===== config.mk =====
export PLATFORM = sky130hd
export DESIGN_NAME = icu_uart_core
export DESIGN_NICKNAME = d
export VERILOG_FILES = /design/src/hw/icu_pkg.sv /design/src/hw/icu_uart_core.sv
export SDC_FILE = /design/constraint.sdc
export NUM_CORES = 1
export LEC_CHECK = 0
export CORE_MARGIN = 2
export CORE_UTILIZATION = 47
export CTS_BUF_LIST = sky130_fd_sc_hd__clkbuf_4
export DETAILED_ROUTE_END_ITERATION = 16
export DONT_BUFFER_PORTS = 1
export PLACE_DENSITY_LB_ADDON = 0.2
export SYNTH_ARGS = -nofsm -noshare
export SYNTH_HDL_FRONTEND = slang
export SYNTH_SLANG_ARGS = --single-unit

===== constraint.sdc =====
create_clock -name core_clk -period 4.5 [get_ports core_clk]
set_input_delay 0.45 -clock core_clk [delete_from_list [all_inputs] [get_ports core_clk]]
set_output_delay 0.45 -clock core_clk [all_outputs]
set_load 0.01 [all_outputs]

===== src/hw/icu_pkg.sv =====
// Shared constants, types and helpers for the smart card character engine
`default_nettype none
package icu_pkg;
  // ==========================================================================
  // Host register offsets
  localparam logic [3:0] ICU_OFS_CTRL = 4'h0;
  localparam logic [3:0] ICU_OFS_FCR = 4'h1;
  localparam logic [3:0] ICU_OFS_GUARD = 4'h2;
  localparam logic [3:0] ICU_OFS_DIVLO = 4'h3;
  localparam logic [3:0] ICU_OFS_DIVHI = 4'h4;
  localparam logic [3:0] ICU_OFS_DATA = 4'h5;
  localparam logic [3:0] ICU_OFS_USR = 4'h6;
  localparam logic [3:0] ICU_OFS_MSR = 4'h7;
  // ==========================================================================
  // Field positions
  localparam int ICU_B_DIR = 0;
  localparam int ICU_B_LCT = 1;
  localparam int ICU_B_SCHEME = 2;
  localparam int ICU_B_INVPAR = 3;
  localparam int ICU_FL_LSB = 0;
  localparam int ICU_RETRY_LSB = 3;
  localparam int ICU_B_FTE_A = 6;
  localparam int ICU_B_FTE_B = 7;
  localparam int ICU_B_TXRX = 0;
  localparam int ICU_B_PE = 1;
  localparam int ICU_B_OVR = 2;
  localparam int ICU_B_EA = 3;
  localparam int ICU_B_FE = 0;
  localparam int ICU_B_MSR_TXRX = 1;
  localparam int ICU_B_CONTROLLER_READY_FLAG = 2;
  // ==========================================================================
  // Reset values
  localparam logic [7:0] ICU_CTRL_RST = 8'h00;
  localparam logic [7:0] ICU_FCR_RST = 8'h07;
  localparam logic [7:0] ICU_GUARD_RST = 8'h00;
  localparam logic [15:0] ICU_DIV_RST = 16'h0174;
  // ==========================================================================
  // Frame positions in tenths of an ETU, sub-bit tenths and whole-ETU bit indices
  localparam logic [11:0] ICU_T_ETU = 12'h00A;
  localparam logic [11:0] ICU_T_GUARD_STD = 12'h078;
  localparam logic [11:0] ICU_T_GUARD_CHR = 12'h076;
  localparam logic [11:0] ICU_T_GUARD_BLK = 12'h06C;
  localparam logic [11:0] ICU_T_ERR_END = 12'h073;
  localparam logic [3:0] ICU_SUB_MID = 4'h5;
  localparam logic [3:0] ICU_SUB_LAST = 4'h9;
  localparam logic [3:0] ICU_BIT_PAR = 4'h9;
  localparam logic [3:0] ICU_BIT_EVAL = 4'hA;
  localparam logic [3:0] ICU_BIT_TXCHK = 4'hB;
  // ==========================================================================
  // Early answer windows in card clock cycles, and receive FIFO depth
  localparam logic [9:0] ICU_EA_LO = 10'h0C8;
  localparam logic [9:0] ICU_EA_HI = 10'h170;
  localparam logic [9:0] ICU_EA_END = 10'h190;
  localparam int ICU_FIFO_MAX = 8;

  typedef enum logic [1:0] {
    ICU_IDLE = 2'b00,
    ICU_RX = 2'b01,
    ICU_RX_ERR = 2'b11,
    ICU_TX = 2'b10
  } icu_state_t;

  function automatic logic [11:0] icu_spacing(input logic [7:0] guard,
                                              input logic block);
    if (guard == 8'hFF)
      return block ? ICU_T_GUARD_BLK : ICU_T_GUARD_CHR;
    return ICU_T_GUARD_STD + 12'(guard) * ICU_T_ETU;
  endfunction

  function automatic logic icu_parity_ok(input logic [7:0] data,
                                         input logic par, input logic inv);
    return (^{data, par}) == inv;
  endfunction
endpackage
`default_nettype wire


===== src/hw/icu_uart_core.sv =====
// Smart card character engine: receive FIFO and card line timing core
//
// Summary of operation
// - Extra guard register adds ETUs between sent start bits; reset gives 12.
// - Guard FFh spaces start bits 11.8 ETU, or 10.8 in block scheme.
// - After last character succeeds, hardware clears direction and last flag.
// - Final flagged transmission never sets the empty/full flag.
// - Empty flag set on entering transmit, cleared while data is held.
// - Standard mode: full flag at configured depth, cleared after a read.
// - Block scheme: first parity error sets parity flag, retry count ignored.
// - Even parity over eight bits plus parity; receive check inverted when selected.
// - Character scheme bad parity with retries left drives error 10.5-11.5.
// - Bad parity with retry counter at zero sets the parity error flag.
// - Character scheme: good character reloads retry counter with its programmed value.
// - Block scheme never drives an error signal.
// - Without threshold mode depth equals length field plus one.
// - Standard mode: character at full FIFO sets overrun, is discarded.
// - Reads give oldest character; FIFO flushed on entering receive.
// - Character scheme stores only passing characters; block stores all.
// - Threshold mode: length eight, full while occupancy exceeds field.
// - Threshold mode: character at full FIFO sets overrun and overwrites.
// - Start bit in early window sets early-answer flag and interrupt.
// - Start bit in first 200 reset-low cycles is ignored entirely.
`timescale 1ns/10ps
`default_nettype none

// ============================================================================
// Receive FIFO with depth limit and optional overwrite of newest entry
module icu_rx_fifo #(
  parameter int W = 8,
  parameter int D = 8
) (
  // Clock and reset
  input wire logic clk,
  input wire logic arst_n,
  // Control
  input wire logic flush,
  input wire logic [$clog2(D):0] limit,
  input wire logic overwrite,
  // Fill side
  input wire logic in_valid,
  input wire logic [W-1:0] in_data,
  output logic in_ready,
  // Drain side
  output logic out_valid,
  output logic [W-1:0] out_data,
  input wire logic out_ready,
  output logic [$clog2(D):0] count
);
  localparam int AW = $clog2(D);
  logic [W-1:0] mem [D];
  logic [AW-1:0] wr_ptr;
  logic [AW-1:0] rd_ptr;
  logic push;
  logic pop;
  logic ovw;

  if ((1 << AW) != D) begin : g_bad_depth
    $error("icu_rx_fifo depth must be a power of two");
  end

  assign in_ready = count < limit;
  assign out_valid = count != '0;
  assign out_data = mem[rd_ptr];
  assign push = in_valid && in_ready;
  assign pop = out_valid && out_ready;
  assign ovw = in_valid && !in_ready && overwrite && out_valid;

  always_ff @(posedge clk) begin
    if (push)
      mem[wr_ptr] <= in_data;
    else if (ovw)
      mem[wr_ptr - AW'(1)] <= in_data;
  end

  always_ff @(posedge clk or negedge arst_n) begin
    if (!arst_n) begin
      wr_ptr <= '0;
      rd_ptr <= '0;
      count <= '0;
    end else if (flush) begin
      wr_ptr <= '0;
      rd_ptr <= '0;
      count <= '0;
    end else begin
      if (push)
        wr_ptr <= wr_ptr + AW'(1);
      if (pop)
        rd_ptr <= rd_ptr + AW'(1);
      if (push && !pop)
        count <= count + (AW+1)'(1);
      else if (pop && !push)
        count <= count - (AW+1)'(1);
    end
  end
endmodule

// ============================================================================
// Core: host registers, card line framing, early answer detection
module icu_uart_core
  import icu_pkg::*;
#(
  parameter int DEPTH = 8
) (
  // Clock and reset
  input wire logic core_clk,
  input wire logic arst_n,
  // Host register port
  input wire logic [3:0] bus_addr,
  input wire logic bus_wr,
  input wire logic bus_rd,
  input wire logic [7:0] bus_wdata,
  output logic [7:0] bus_rdata,
  // Card side
  input wire logic card_clk_pin,
  input wire logic card_reset_pin,
  input wire logic card_io_line_in,
  output logic card_io_line_out,
  output logic card_io_line_oe,
  // Host interrupt
  output logic irq
);
  localparam int CW = $clog2(DEPTH) + 1;

  if (DEPTH != ICU_FIFO_MAX) begin : g_bad_depth
    $error("icu_uart_core needs DEPTH of eight for the length field");
  end

  // ==========================================================================
  // Declarations
  logic [2:0] sync1;
  logic [2:0] sync2;
  logic clk_prev, rst_prev, io_prev;
  logic cclk_en, io_fall, rst_lvl, rst_chg, io_lvl;
  logic [15:0] acc;
  logic [16:0] acc_sum;
  logic tick, step;
  logic [11:0] tpos;
  logic [3:0] sub, bidx;
  logic [7:0] ctrl, fifo_control_reg, guard;
  logic [15:0] etu_div;
  logic dir_prev, dir_fall;
  icu_state_t state;
  logic [7:0] hold, shift, rx_sh;
  logic hold_full, hold_last, shift_last, retx_pend, rx_par;
  logic hw_last_done, txrx_flag, pe, fifo_overflow_flag, ea, io_out_q;
  logic [2:0] retry_cnt;
  logic [9:0] ea_cnt;
  logic ea_arm, ea_win, ea_block, ea_hit;
  logic tx_go, rx_go, frame_start, tx_bit, eval, p_ok, char_mode;
  logic err_start, pe_set, push_req, ovr_set, rx_full, ft, pop;
  logic data_wr, usr_rd;
  logic [9:0] frame10;
  logic [CW-1:0] limit, f_count;
  logic f_in_ready, f_out_valid;
  logic [7:0] f_out, rd_mux;

  // ==========================================================================
  // Pin synchronisers and card clock edge
  always_ff @(posedge core_clk or negedge arst_n) begin
    if (!arst_n) begin
      sync1 <= 3'h7;
      sync2 <= 3'h7;
      clk_prev <= 1'b1;
      rst_prev <= 1'b1;
      io_prev <= 1'b1;
    end else begin
      sync1 <= {card_clk_pin, card_reset_pin, card_io_line_in};
      sync2 <= sync1;
      clk_prev <= sync2[2];
      rst_prev <= sync2[1];
      io_prev <= sync2[0];
    end
  end

  assign cclk_en = sync2[2] && !clk_prev;
  assign rst_lvl = sync2[1];
  assign rst_chg = rst_lvl ^ rst_prev;
  assign io_lvl = sync2[0];
  assign io_fall = io_prev && !io_lvl;

  // ==========================================================================
  // Tenth-of-ETU tick: adds ten per card clock, wraps at the divider
  assign acc_sum = {1'b0, acc} + 17'h0000A;

  always_ff @(posedge core_clk or negedge arst_n) begin
    if (!arst_n) begin
      acc <= 16'h0000;
      tick <= 1'b0;
      step <= 1'b0;
    end else begin
      tick <= 1'b0;
      step <= tick;
      if (cclk_en) begin
        if (acc_sum >= {1'b0, etu_div}) begin
          acc <= 16'(acc_sum - {1'b0, etu_div});
          tick <= 1'b1;
        end else begin
          acc <= acc_sum[15:0];
        end
      end
    end
  end

  // Frame position; saturates so the guard compare stays valid when idle
  always_ff @(posedge core_clk or negedge arst_n) begin
    if (!arst_n) begin
      tpos <= 12'hFFF;
      sub <= 4'h0;
      bidx <= 4'hF;
    end else if (frame_start) begin
      tpos <= 12'h000;
      sub <= 4'h0;
      bidx <= 4'h0;
    end else if (tick) begin
      if (tpos != 12'hFFF)
        tpos <= tpos + 12'h001;
      if (sub == ICU_SUB_LAST) begin
        sub <= 4'h0;
        if (bidx != 4'hF)
          bidx <= bidx + 4'h1;
      end else begin
        sub <= sub + 4'h1;
      end
    end
  end

  // ==========================================================================
  // Host registers
  assign data_wr = bus_wr && bus_addr == ICU_OFS_DATA && ctrl[ICU_B_DIR];
  assign usr_rd = bus_rd && bus_addr == ICU_OFS_USR;
  assign pop = bus_rd && bus_addr == ICU_OFS_DATA && !ctrl[ICU_B_DIR];
  assign dir_fall = dir_prev && !ctrl[ICU_B_DIR];

  always_ff @(posedge core_clk or negedge arst_n) begin
    if (!arst_n) begin
      ctrl <= ICU_CTRL_RST;
      fifo_control_reg <= ICU_FCR_RST;
      guard <= ICU_GUARD_RST;
      etu_div <= ICU_DIV_RST;
      dir_prev <= 1'b0;
    end else begin
      dir_prev <= ctrl[ICU_B_DIR];
      if (bus_wr && bus_addr == ICU_OFS_CTRL) begin
        ctrl <= bus_wdata;
      end else if (hw_last_done) begin
        ctrl[ICU_B_DIR] <= 1'b0;
        ctrl[ICU_B_LCT] <= 1'b0;
      end
      if (bus_wr && bus_addr == ICU_OFS_FCR)
        fifo_control_reg <= bus_wdata;
      if (bus_wr && bus_addr == ICU_OFS_GUARD)
        guard <= bus_wdata;
      if (bus_wr && bus_addr == ICU_OFS_DIVLO)
        etu_div[7:0] <= bus_wdata;
      if (bus_wr && bus_addr == ICU_OFS_DIVHI)
        etu_div[15:8] <= bus_wdata;
    end
  end

  // Transmit holding byte; last flag captured at write time
  always_ff @(posedge core_clk or negedge arst_n) begin
    if (!arst_n) begin
      hold <= 8'h00;
      hold_full <= 1'b0;
      hold_last <= 1'b0;
    end else if (data_wr) begin
      hold <= bus_wdata;
      hold_full <= 1'b1;
      hold_last <= ctrl[ICU_B_LCT];
    end else if (tx_go && !retx_pend) begin
      hold_full <= 1'b0;
    end
  end

  // ==========================================================================
  // Frame starts
  assign tx_go = state == ICU_IDLE && ctrl[ICU_B_DIR] &&
                 (retx_pend ? tpos >= ICU_T_GUARD_STD :
                  hold_full && tpos >= icu_spacing(guard,
                                                   ctrl[ICU_B_SCHEME]));
  assign rx_go = state == ICU_IDLE && !ctrl[ICU_B_DIR] && io_fall &&
                 !ea_block;
  assign frame_start = tx_go || rx_go;

  // Open drain line: drive low for a zero, release for a one
  assign frame10 = {^shift, shift, 1'b0};
  assign tx_bit = (bidx < 4'hA) ? frame10[bidx] : 1'b1;

  // Receive decision at 10.5 ETU
  assign char_mode = !ctrl[ICU_B_SCHEME];
  assign eval = state == ICU_RX && step && sub == ICU_SUB_MID &&
                bidx == ICU_BIT_EVAL;
  assign p_ok = icu_parity_ok(rx_sh, rx_par, ctrl[ICU_B_INVPAR]);
  assign err_start = eval && char_mode && !p_ok && retry_cnt != 3'h0;
  assign pe_set = eval && !p_ok &&
                  (!char_mode || retry_cnt == 3'h0);
  assign push_req = eval && (!char_mode || p_ok);

  // ==========================================================================
  // Link state machine
  always_ff @(posedge core_clk or negedge arst_n) begin
    if (!arst_n) begin
      state <= ICU_IDLE;
      shift <= 8'h00;
      shift_last <= 1'b0;
      retx_pend <= 1'b0;
      rx_sh <= 8'h00;
      rx_par <= 1'b0;
      card_io_line_oe <= 1'b0;
      hw_last_done <= 1'b0;
    end else begin
      hw_last_done <= 1'b0;
      unique case (state)
        ICU_IDLE: begin
          card_io_line_oe <= 1'b0;
          if (tx_go) begin
            state <= ICU_TX;
            retx_pend <= 1'b0;
            if (!retx_pend) begin
              shift <= hold;
              shift_last <= hold_last;
            end
          end else if (rx_go) begin
            state <= ICU_RX;
          end
        end
        ICU_TX: begin
          card_io_line_oe <= !tx_bit;
          // Block scheme has no error slot, so the frame ends at 10 ETU
          if (step && sub == 4'h0 &&
              bidx == (char_mode ? ICU_BIT_TXCHK : ICU_BIT_EVAL)) begin
            state <= ICU_IDLE;
            if (char_mode && !io_lvl)
              retx_pend <= 1'b1;
            else if (shift_last)
              hw_last_done <= 1'b1;
          end
        end
        ICU_RX: begin
          if (step && sub == ICU_SUB_MID) begin
            if (bidx == 4'h0 && io_lvl)
              state <= ICU_IDLE;
            else if (bidx != 4'h0 && bidx < ICU_BIT_PAR)
              rx_sh <= {io_lvl, rx_sh[7:1]};
            else if (bidx == ICU_BIT_PAR)
              rx_par <= io_lvl;
            else if (eval) begin
              if (err_start) begin
                card_io_line_oe <= 1'b1;
                state <= ICU_RX_ERR;
              end else begin
                state <= ICU_IDLE;
              end
            end
          end
        end
        ICU_RX_ERR: begin
          if (step && tpos >= ICU_T_ERR_END) begin
            card_io_line_oe <= 1'b0;
            state <= ICU_IDLE;
          end
        end
      endcase
    end
  end

  // Retry counter
  always_ff @(posedge core_clk or negedge arst_n) begin
    if (!arst_n)
      retry_cnt <= ICU_FCR_RST[ICU_RETRY_LSB +: 3];
    else if (bus_wr && bus_addr == ICU_OFS_FCR)
      retry_cnt <= bus_wdata[ICU_RETRY_LSB +: 3];
    else if (eval && char_mode && p_ok)
      retry_cnt <= fifo_control_reg[ICU_RETRY_LSB +: 3];
    else if (err_start)
      retry_cnt <= retry_cnt - 3'h1;
  end

  // ==========================================================================
  // Early answer window
  always_ff @(posedge core_clk or negedge arst_n) begin
    if (!arst_n) begin
      ea_cnt <= 10'h000;
      ea_arm <= 1'b0;
    end else begin
      if (rst_chg)
        ea_cnt <= 10'h000;
      else if (cclk_en && ea_cnt != ICU_EA_END)
        ea_cnt <= ea_cnt + 10'h001;
      if (rst_chg && !rst_lvl)
        ea_arm <= 1'b1;
      else if (rst_lvl && ea_cnt == ICU_EA_END)
        ea_arm <= 1'b0;
    end
  end

  assign ea_win = ea_arm && ea_cnt < ICU_EA_HI &&
                  (rst_lvl || ea_cnt >= ICU_EA_LO);
  assign ea_block = ea_arm && !rst_lvl && ea_cnt < ICU_EA_LO;
  assign ea_hit = state == ICU_IDLE && !ctrl[ICU_B_DIR] && io_fall &&
                  ea_win;

  // ==========================================================================
  // Receive FIFO
  assign ft = fifo_control_reg[ICU_B_FTE_A] && fifo_control_reg[ICU_B_FTE_B];
  assign limit = ft ? CW'(DEPTH) :
                 CW'({1'b0, fifo_control_reg[ICU_FL_LSB +: 3]}) + CW'(1);
  assign rx_full = ft ? f_count > CW'(fifo_control_reg[ICU_FL_LSB +: 3]) :
                   f_count == limit;
  assign ovr_set = push_req && !f_in_ready;

  icu_rx_fifo #(
    .W(8),
    .D(DEPTH)
  ) u_fifo (
    .clk(core_clk),
    .arst_n(arst_n),
    .flush(dir_fall),
    .limit(limit),
    .overwrite(ft),
    .in_valid(push_req),
    .in_data(rx_sh),
    .in_ready(f_in_ready),
    .out_valid(f_out_valid),
    .out_data(f_out),
    .out_ready(pop),
    .count(f_count)
  );

  // ==========================================================================
  // Status flags; a new event beats a clearing read
  always_ff @(posedge core_clk or negedge arst_n) begin
    if (!arst_n) begin
      pe <= 1'b0;
      fifo_overflow_flag <= 1'b0;
      ea <= 1'b0;
      txrx_flag <= 1'b0;
      irq <= 1'b0;
    end else begin
      pe <= pe_set || (pe && !usr_rd);
      fifo_overflow_flag <= ovr_set || (fifo_overflow_flag && !usr_rd);
      ea <= ea_hit || (ea && !usr_rd);
      irq <= ea || (ft && rx_full && !ctrl[ICU_B_DIR]);
      if (ctrl[ICU_B_DIR]) begin
        if (!dir_prev)
          txrx_flag <= 1'b1;
        else if (data_wr)
          txrx_flag <= 1'b0;
        else if (tx_go && !retx_pend && !hold_last)
          txrx_flag <= 1'b1;
      end else begin
        txrx_flag <= rx_full;
      end
    end
  end

  // ==========================================================================
  // Read data
  always_comb begin
    rd_mux = 8'h00;
    unique case (bus_addr)
      ICU_OFS_CTRL: rd_mux = ctrl;
      ICU_OFS_FCR: rd_mux = fifo_control_reg;
      ICU_OFS_GUARD: rd_mux = guard;
      ICU_OFS_DIVLO: rd_mux = etu_div[7:0];
      ICU_OFS_DIVHI: rd_mux = etu_div[15:8];
      ICU_OFS_DATA: rd_mux = f_out_valid ? f_out : 8'h00;
      ICU_OFS_USR: begin
        rd_mux[ICU_B_TXRX] = txrx_flag;
        rd_mux[ICU_B_PE] = pe;
        rd_mux[ICU_B_OVR] = fifo_overflow_flag;
        rd_mux[ICU_B_EA] = ea;
      end
      ICU_OFS_MSR: begin
        rd_mux[ICU_B_FE] = !f_out_valid;
        rd_mux[ICU_B_MSR_TXRX] = txrx_flag;
        rd_mux[ICU_B_CONTROLLER_READY_FLAG] = state == ICU_IDLE;
      end
      default: rd_mux = 8'h00;
    endcase
  end

  always_ff @(posedge core_clk or negedge arst_n) begin
    if (!arst_n) begin
      bus_rdata <= 8'h00;
      io_out_q <= 1'b0;
    end else begin
      io_out_q <= 1'b0;
      if (bus_rd)
        bus_rdata <= rd_mux;
    end
  end

  assign card_io_line_out = io_out_q;
endmodule
`default_nettype wire


Word level (Yosys, flattened, before mapping)
Memories as Yosys holds them, arrays and structs flattened.
Cells that the tools add are included.
Widths: inputs -> output; s select.

cells by class
  add/sub/neg operators = 14
  multiply operators = 1
  order comparisons = 12
  eq/ne operators = 37
  mux-type cells = 85
  bitwise gates (word level) = 4
  reduce and logical (&&, ||, !) cells = 114

operator list
  operator               count
  $mux 12                5
  $logic_and 1x1->1      59
  $mux 4                 11
  $mux 1                 36
  $ge 12x7->1 const B    2
  $mux 2                 12
  $mux 3                 8
  $pmux 3 s8             1
  $pmux 4 s6             1
  $reduce_bool 2->1      11
  $eq 4x3->1 const B     5
  $mux 10                2
  $ne 2x2->1 const B     9
  $add 16x4->17 const B  1
  $ge 17x16->1           1
  $mux 16                1
  $mux 8                 2
  $sub 16x16->16         1
  $logic_not 1->1        15
  $reduce_and 7->1       2
  $add 12x1->12 const B  1
  $add 4x1->4 const B    3
  $add 7x12->12 const A  1
  $eq 4x4->1 const B     3
  other kinds (50)       74

word-level totals
  register bits = 158
  memory bits (writable) = 64
  bits of input ports = 19
  output and inout port bits = 11
  logic and storage cells = 309
  memories kept = 1

memories
  memory      depth  bits a word  read ports  clocked after memory_dff  wr ports  line                 text
  u_fifo.mem  8      8            1           0                         1         icu_uart_core.sv:51  logic [W-1:0] mem [D];

Logic depth before layout (Yosys ltp)
  depth after elaboration = 14
  mapped depth = 20
  mapped depth without buffers = 19

Modules after synthesis
From an unflattened synthesis, not the netlist that was laid out.

unflattened totals
  cells, all modules = 1127
  area, all modules = 12480.7 sq um

modules (own cells, without submodules)
  module         times used  cells each  area an instance (sq um)  sequential area each (sq um)
  icu_uart_core  1           948         9268.9                    3744.8
  icu_rx_fifo    1           179         3211.8                    2172.1

Worst setup path before layout
No wires, ideal clock.

  path kind = register to register
  start = reg guard[3]
  end = reg sub[0]
  setup time = 0.065 ns
  arrival = 3.806 ns
  data required time = 4.435 ns
  setup slack = 0.629 ns
  cell stages (with the launch flop) = 21
  path buffers = 1
  period minus slack after synthesis = 3.871 ns
  cell sequence = dfrtp_1 -> ha_1 -> ha_1 -> inv_1 -> fa_1 -> inv_1 -> a21oi_1 -> o21bai_1 -> xor2_1 -> nand2_1 -> xnor2_1 -> nand2_1 -> ha_1 -> o21a_1 -> o21a_1 -> nand3_1 -> a21oi_1 -> nor3b_1 -> o21ai_1 -> buf_2 -> o21ba_1

on the way
  word-level cells in the longest chain between the ends = 9
  elaborated cells between the ends (all ways) = 12
  those cells by class = add/sub (1); mul (1); order compare (1); eq/ne (1); mux (4); reduce/logical (4)

RTL lines
  what                                         line                          text
  start: declaration                           icu_uart_core.sv:140          logic [7:0] ctrl, fifo_control_reg, guard;
  start signal: assignment                     icu_uart_core.sv:253          guard <= bus_wdata;
  $mul 8x3->11 or $eq 8x8->1 (tied branches)   icu_pkg.sv:67, icu_pkg.sv:65
  $add 7x12->12 or $mux 1 (tied branches)      icu_pkg.sv:67, icu_pkg.sv:65
  $mux 12 *                                    icu_pkg.sv:67                 return ICU_T_GUARD_STD + 12'(guard) * ICU_T_ETU;
  $ge 12x12->1 *                               icu_uart_core.sv:280          hold_full && tpos >= icu_spacing(guard,
  $logic_and 1x1->1 *                          icu_uart_core.sv:280
  $mux 1 *                                     icu_uart_core.sv:279          (retx_pend ? tpos >= ICU_T_GUARD_STD :
  $logic_and 1x1->1 *                          icu_uart_core.sv:278          assign tx_go = state == ICU_IDLE && ctrl[ICU_B_DIR] &&
  $logic_or 1x1->1 *                           icu_uart_core.sv:284          assign frame_start = tx_go || rx_go;
  $mux 4 or $reduce_bool 2->1 (tied branches)  --
  end signal: assignment                       icu_uart_core.sv:223          sub <= sub + 4'h1;
  end: declaration                             icu_uart_core.sv:139          logic [3:0] sub, bidx;

Mark *: on every way between the ends. The rest lies on a longest branch, timed or not.
A chain may end at the register's enable or synchronous reset.

Final worst setup path
  start = reg guard[2]
  end = reg shift_last

on the way
  word-level cells in the longest chain between the ends = 8
  elaborated cells between the ends (all ways) = 10
  those cells by class = add/sub (1); mul (1); order compare (1); eq/ne (1); mux (3); reduce/logical (3)

RTL lines
  what                                        line                          text
  $mul 8x3->11 or $eq 8x8->1 (tied branches)  icu_pkg.sv:67, icu_pkg.sv:65
  $add 7x12->12 or $mux 1 (tied branches)     icu_pkg.sv:67, icu_pkg.sv:65
  $mux 12 *                                   icu_pkg.sv:67
  $ge 12x12->1 *                              icu_uart_core.sv:280
  $logic_and 1x1->1 *                         icu_uart_core.sv:280
  $mux 1 *                                    icu_uart_core.sv:279
  $logic_and 1x1->1 *                         icu_uart_core.sv:278
  $reduce_and 3->1 (no line) *                --
  end signal: assignment                      icu_uart_core.sv:322          shift_last <= hold_last;
  end: declaration                            icu_uart_core.sv:145          logic hold_full, hold_last, shift_last, retx_pend, rx_par;

Marked as above.

==> results by group <==
Outcome
  • Status: finished, final reports clean

Yosys
  • Post-synthesis sequential area ratio: 0.4740
  • Synth async-reset ratio: 0.7117
  • Post-Syn Area: 0.01248 mm²
  • Yosys warning total: 0
  • Number of synthesized flops with an enable pin: 64
  • Synth Flop Type: dfrtp_1
  • Post-Syn Nets: 1242
  • Synth cell types: 82
  • Post-Syn Area per Cell: 10.88 µm²
  • Mapped Cells: 1147
  • Yosys reg bits: 222

Final layout
  • Largest registers: u_fifo.mem: 64 flops, acc: 16 flops, etu_div: 16 flops
  • Max reg flops: 64
  • Reg with most FFs: u_fifo.mem
  • Layout cells sized above 1: 0.1852
  • Final-stage net count: 1293
  • P&R area growth vs syn: 10.56%

STA
  • Max Freq: 239.9 MHz
  • Setup-failing EPs final: 0
  • Hold Vio Cnt, Final: 0
  • Fin worst setup slack: 0.3315 ns
  • Worst hold slack: 0.06865 ns
  • Tmin final: 4.169 ns
  • Slew Limit Fails: 0
  • Setup repair after global routing missed its margin: false
  • Worst Tran Pin Value: 0.9565 ns
  • Clk_skew: 0.07433 ns
  • Total negative setup slack: 0 ns
  • Ratio of final minimum period to clock period: 0.9263
  • Worst rel slew slack: 0.3623

Place
  • Post-Place Worst Slack: 0.2234 ns
  • HPWL Detailed: 19940 µm
  • PortBufs: 0
  • Placer Congestion: 0.8163

Pwr
  • Power per cell area: 501.1 mW/mm²
  • Gate power share: 0.363
  • Net Sw Power: 2580 µW
  • P_leak: 0.005799 µW
  • Pwr Total: 6915 µW
  • Sw Ratio: 0.3731
  • VDD IR-drop max: 0.0002675 V
  • Clock power share: 0.259
  • Int Power: 4335 µW
  • Register share of total power: 0.378

Worst setup path
  • WP data arrival: 4.76 ns
  • CP Data Required Time: 5.09 ns
  • Worst Setup Path Type: reg -> reg
  • Slowest cell on crit path: dfrtp_1
  • CP Max Fanout: 10
  • CP Capture Type: flop
  • Largest stage delay, worst path: 0.43 ns
  • CP startpoint kind: flop
  • Critical-path cell list: ha_1 > ha_1 > a21o_1 > a21oi_1 > o21bai_1 > a21oi_1 > xnor2_1 > xnor2_1 > nand2_1 > ha_1 > o21a_1 > o21a_1 > nand3_1 > a21oi_1 > nor3b_1 > buf_4 > nor3_4 > buf_12 > mux2_2

Drt
  • Routed Antenna Nets: 0
  • Via density: 5.488
  • DR iter-0 viols: 684
  • DR pass1 iterations: 4
  • Avg WL per Cell: 18.43 µm
  • Routed WL: 29190 µm
  • Routed vias: 8693
  • DRC violations left: 0

CTS
  • H-tree levels: 2
  • Clock Path Buffers: 3
  • CTS tree: built
  • Clock sink count: 222
  • Clock-pin slew on the worst setup and hold paths: 0.07 ns
  • Total CTS buffers: 59
  • Clk_lat worst skew: 0.75 ns
  • Root buffer cell: clkbuf_4

Floorplanning
  • Rows: 59
  • Core box area: 0.02606 mm²
  • Die Area: 0.02788 mm²
  • Die Ht: 167.0 µm
  • Die W: 167.0 µm
  • Top Ports: 30
  • Initial core utilization: 0.4790

Global route
  • GR Overflow Total: 0
  • Initial antenna violation count: 2
  • Largest net degree at the start of global routing: 159
  • First-pass GRT wire length: 47520 µm
  • Vias in the first global route: 8732
  • Tot GR Track Use: 0.2140

Job
  • Max-Cap Viols: 0

Worst hold path
  • Hold Path Class: in -> reg
## power by group through the flow
stage	Sequential (µW)	Combinational (µW)	Clock, µW
3_5_place_dp	2650	2440	0
6_report	2620	2510	1790
3_3_place_gp	2640	2410	0
2_1_floorplan	2540	2080	0
4_1_cts	2620	2520	1850
5_1_grt	2650	2870	1940
## kinds of logic after synthesis
| family | after synthesis | share of synthesized area |
|---|---|---|
| and+or+nand+nor | 350 | 0.1371 |
| DFF | 222 | 0.4740 |
| AOI/OAI and AO/OA | 221 | 0.1194 |
| buffers and inverters | 108 | 0.03538 |
| xor gates and xnor gates | 85 | 0.06295 |
| muxes | 84 | 0.09282 |
| adders and majority gates | 76 | 0.07799 |
| other | 1 | 0.0003004 |
## path summary, 6_finish.rpt
| kind | from | endpoint | slack, ns | cells after the start |
|---|---|---|---|---|
| worst max register to register | guard[2] | shift_last | 0.33 | 19 |
| max in group asynchronous | arst_n | hold[0] | 3.44 | 2 |
| worst max-delay path | guard[2] | shift_last | 0.33 | 19 |
| worst min register to register | sync1[0] | sync2[0] | 0.35 | 0 |
| worst min-delay path | bus_rd | pe | 0.07 | 2 |
| min in group asynchronous | arst_n | rx_sh[0] | 0.43 | 2 |
## critical path: cells and delay by family, from the launching register on
kind | cells | cell delay [ns]
buf+inv | 2 | 0.32
flops | 1 | 0.43
simple gates | 4 | 0.44
compound gates | 7 | 1.21
fa+ha+maj | 3 | 0.93
xor+xnor | 2 | 0.34
mux | 1 | 0.33
## cell usage in the layout, fill, tap and decap left out, drive strengths merged, types with 14 or more instances in the layout
cell type	n
inv	66
a21oi	56
nand4	14
dfstp	33
nor2	94
o21ai	57
xor2	26
ha	73
mux2i	19
mux2	44
nor2b	22
dlygate4sd3	17
edfxtp	64
clkbuf	86
nor3	16
buf	17
and3	15
xnor2	58
nand3	35
dfrtp	125
clkinv	22
nand2	104
mux4	21
## routing by layer
layer	wire length, µm	share of wire	GRT usage
met1	13860	0.47	0.3016
met2	13350	0.46	0.3335
met3	1177	0.040	0.03588
met4	794	0.027	0.08058
met5	0	0	0
## layout make-up
class	count	area, µm²
fillers	2345	12260
multi-input cells	817	6123
flip-flops and latches	222	5917
clock buffers	86	645.6
well taps	335	419.2
repair buffers	34	330.3
inverters	64	240.2
clock inverters	24	118.9
diodes	2	5.005
## synth_stat cells, drive strengths merged (6+ instances only)
| cell | count | area (µm²) |
|---|---|---|
| dfrtp | 125 | 3128 |
| nand2 | 104 | 392.9 |
| nor2 | 94 | 360.3 |
| ha | 73 | 913.4 |
| edfxtp | 64 | 1922 |
| inv | 64 | 240.2 |
| xnor2 | 58 | 534.3 |
| o21ai | 57 | 285.3 |
| a21oi | 56 | 302.8 |
| mux2 | 44 | 495.5 |
| nand3 | 35 | 175.2 |
| dfstp | 33 | 867.1 |
| clkbuf | 29 | 108.9 |
| xor2 | 26 | 227.7 |
| nor2b | 22 | 137.6 |
| mux4 | 21 | 473.0 |
| mux2i | 19 | 190.2 |
| nor3 | 16 | 91.34 |
| and3 | 15 | 93.84 |
| buf | 15 | 92.58 |
| nand4 | 14 | 93.84 |
| a31oi | 13 | 81.33 |
| o21a | 13 | 97.59 |
| a21o | 11 | 82.58 |
| and2 | 11 | 68.82 |
| nand3b | 10 | 75.07 |
| o211ai | 9 | 67.56 |
| o221ai | 9 | 78.83 |
| nand2b | 8 | 57.55 |
| a21boi | 6 | 45.04 |
| o21bai | 6 | 45.04 |
## metrics by stage
stage | instance area, µm² | util | std cells
after CTS | 13760 | 0.5282 | 1580
after global routing | 13800 | 0.5296 | 1584
after detailed placement | 12810 | 0.4917 | 1453
after global placement | 12810 | 0.4917 | 1453
final | 13800 | 0.5296 | 1584
after floorplan | 12480 | - | 1147
## repair_timing
item / CTS / global route
hold buffers: 17 / 1
endpoints found under the setup margin: 0 / 9
setup buffers: 0 / 1
resized for setup: 0 / 0
hold endpoints to repair: 220 / 1
Power figures use the tool's default switching activity.
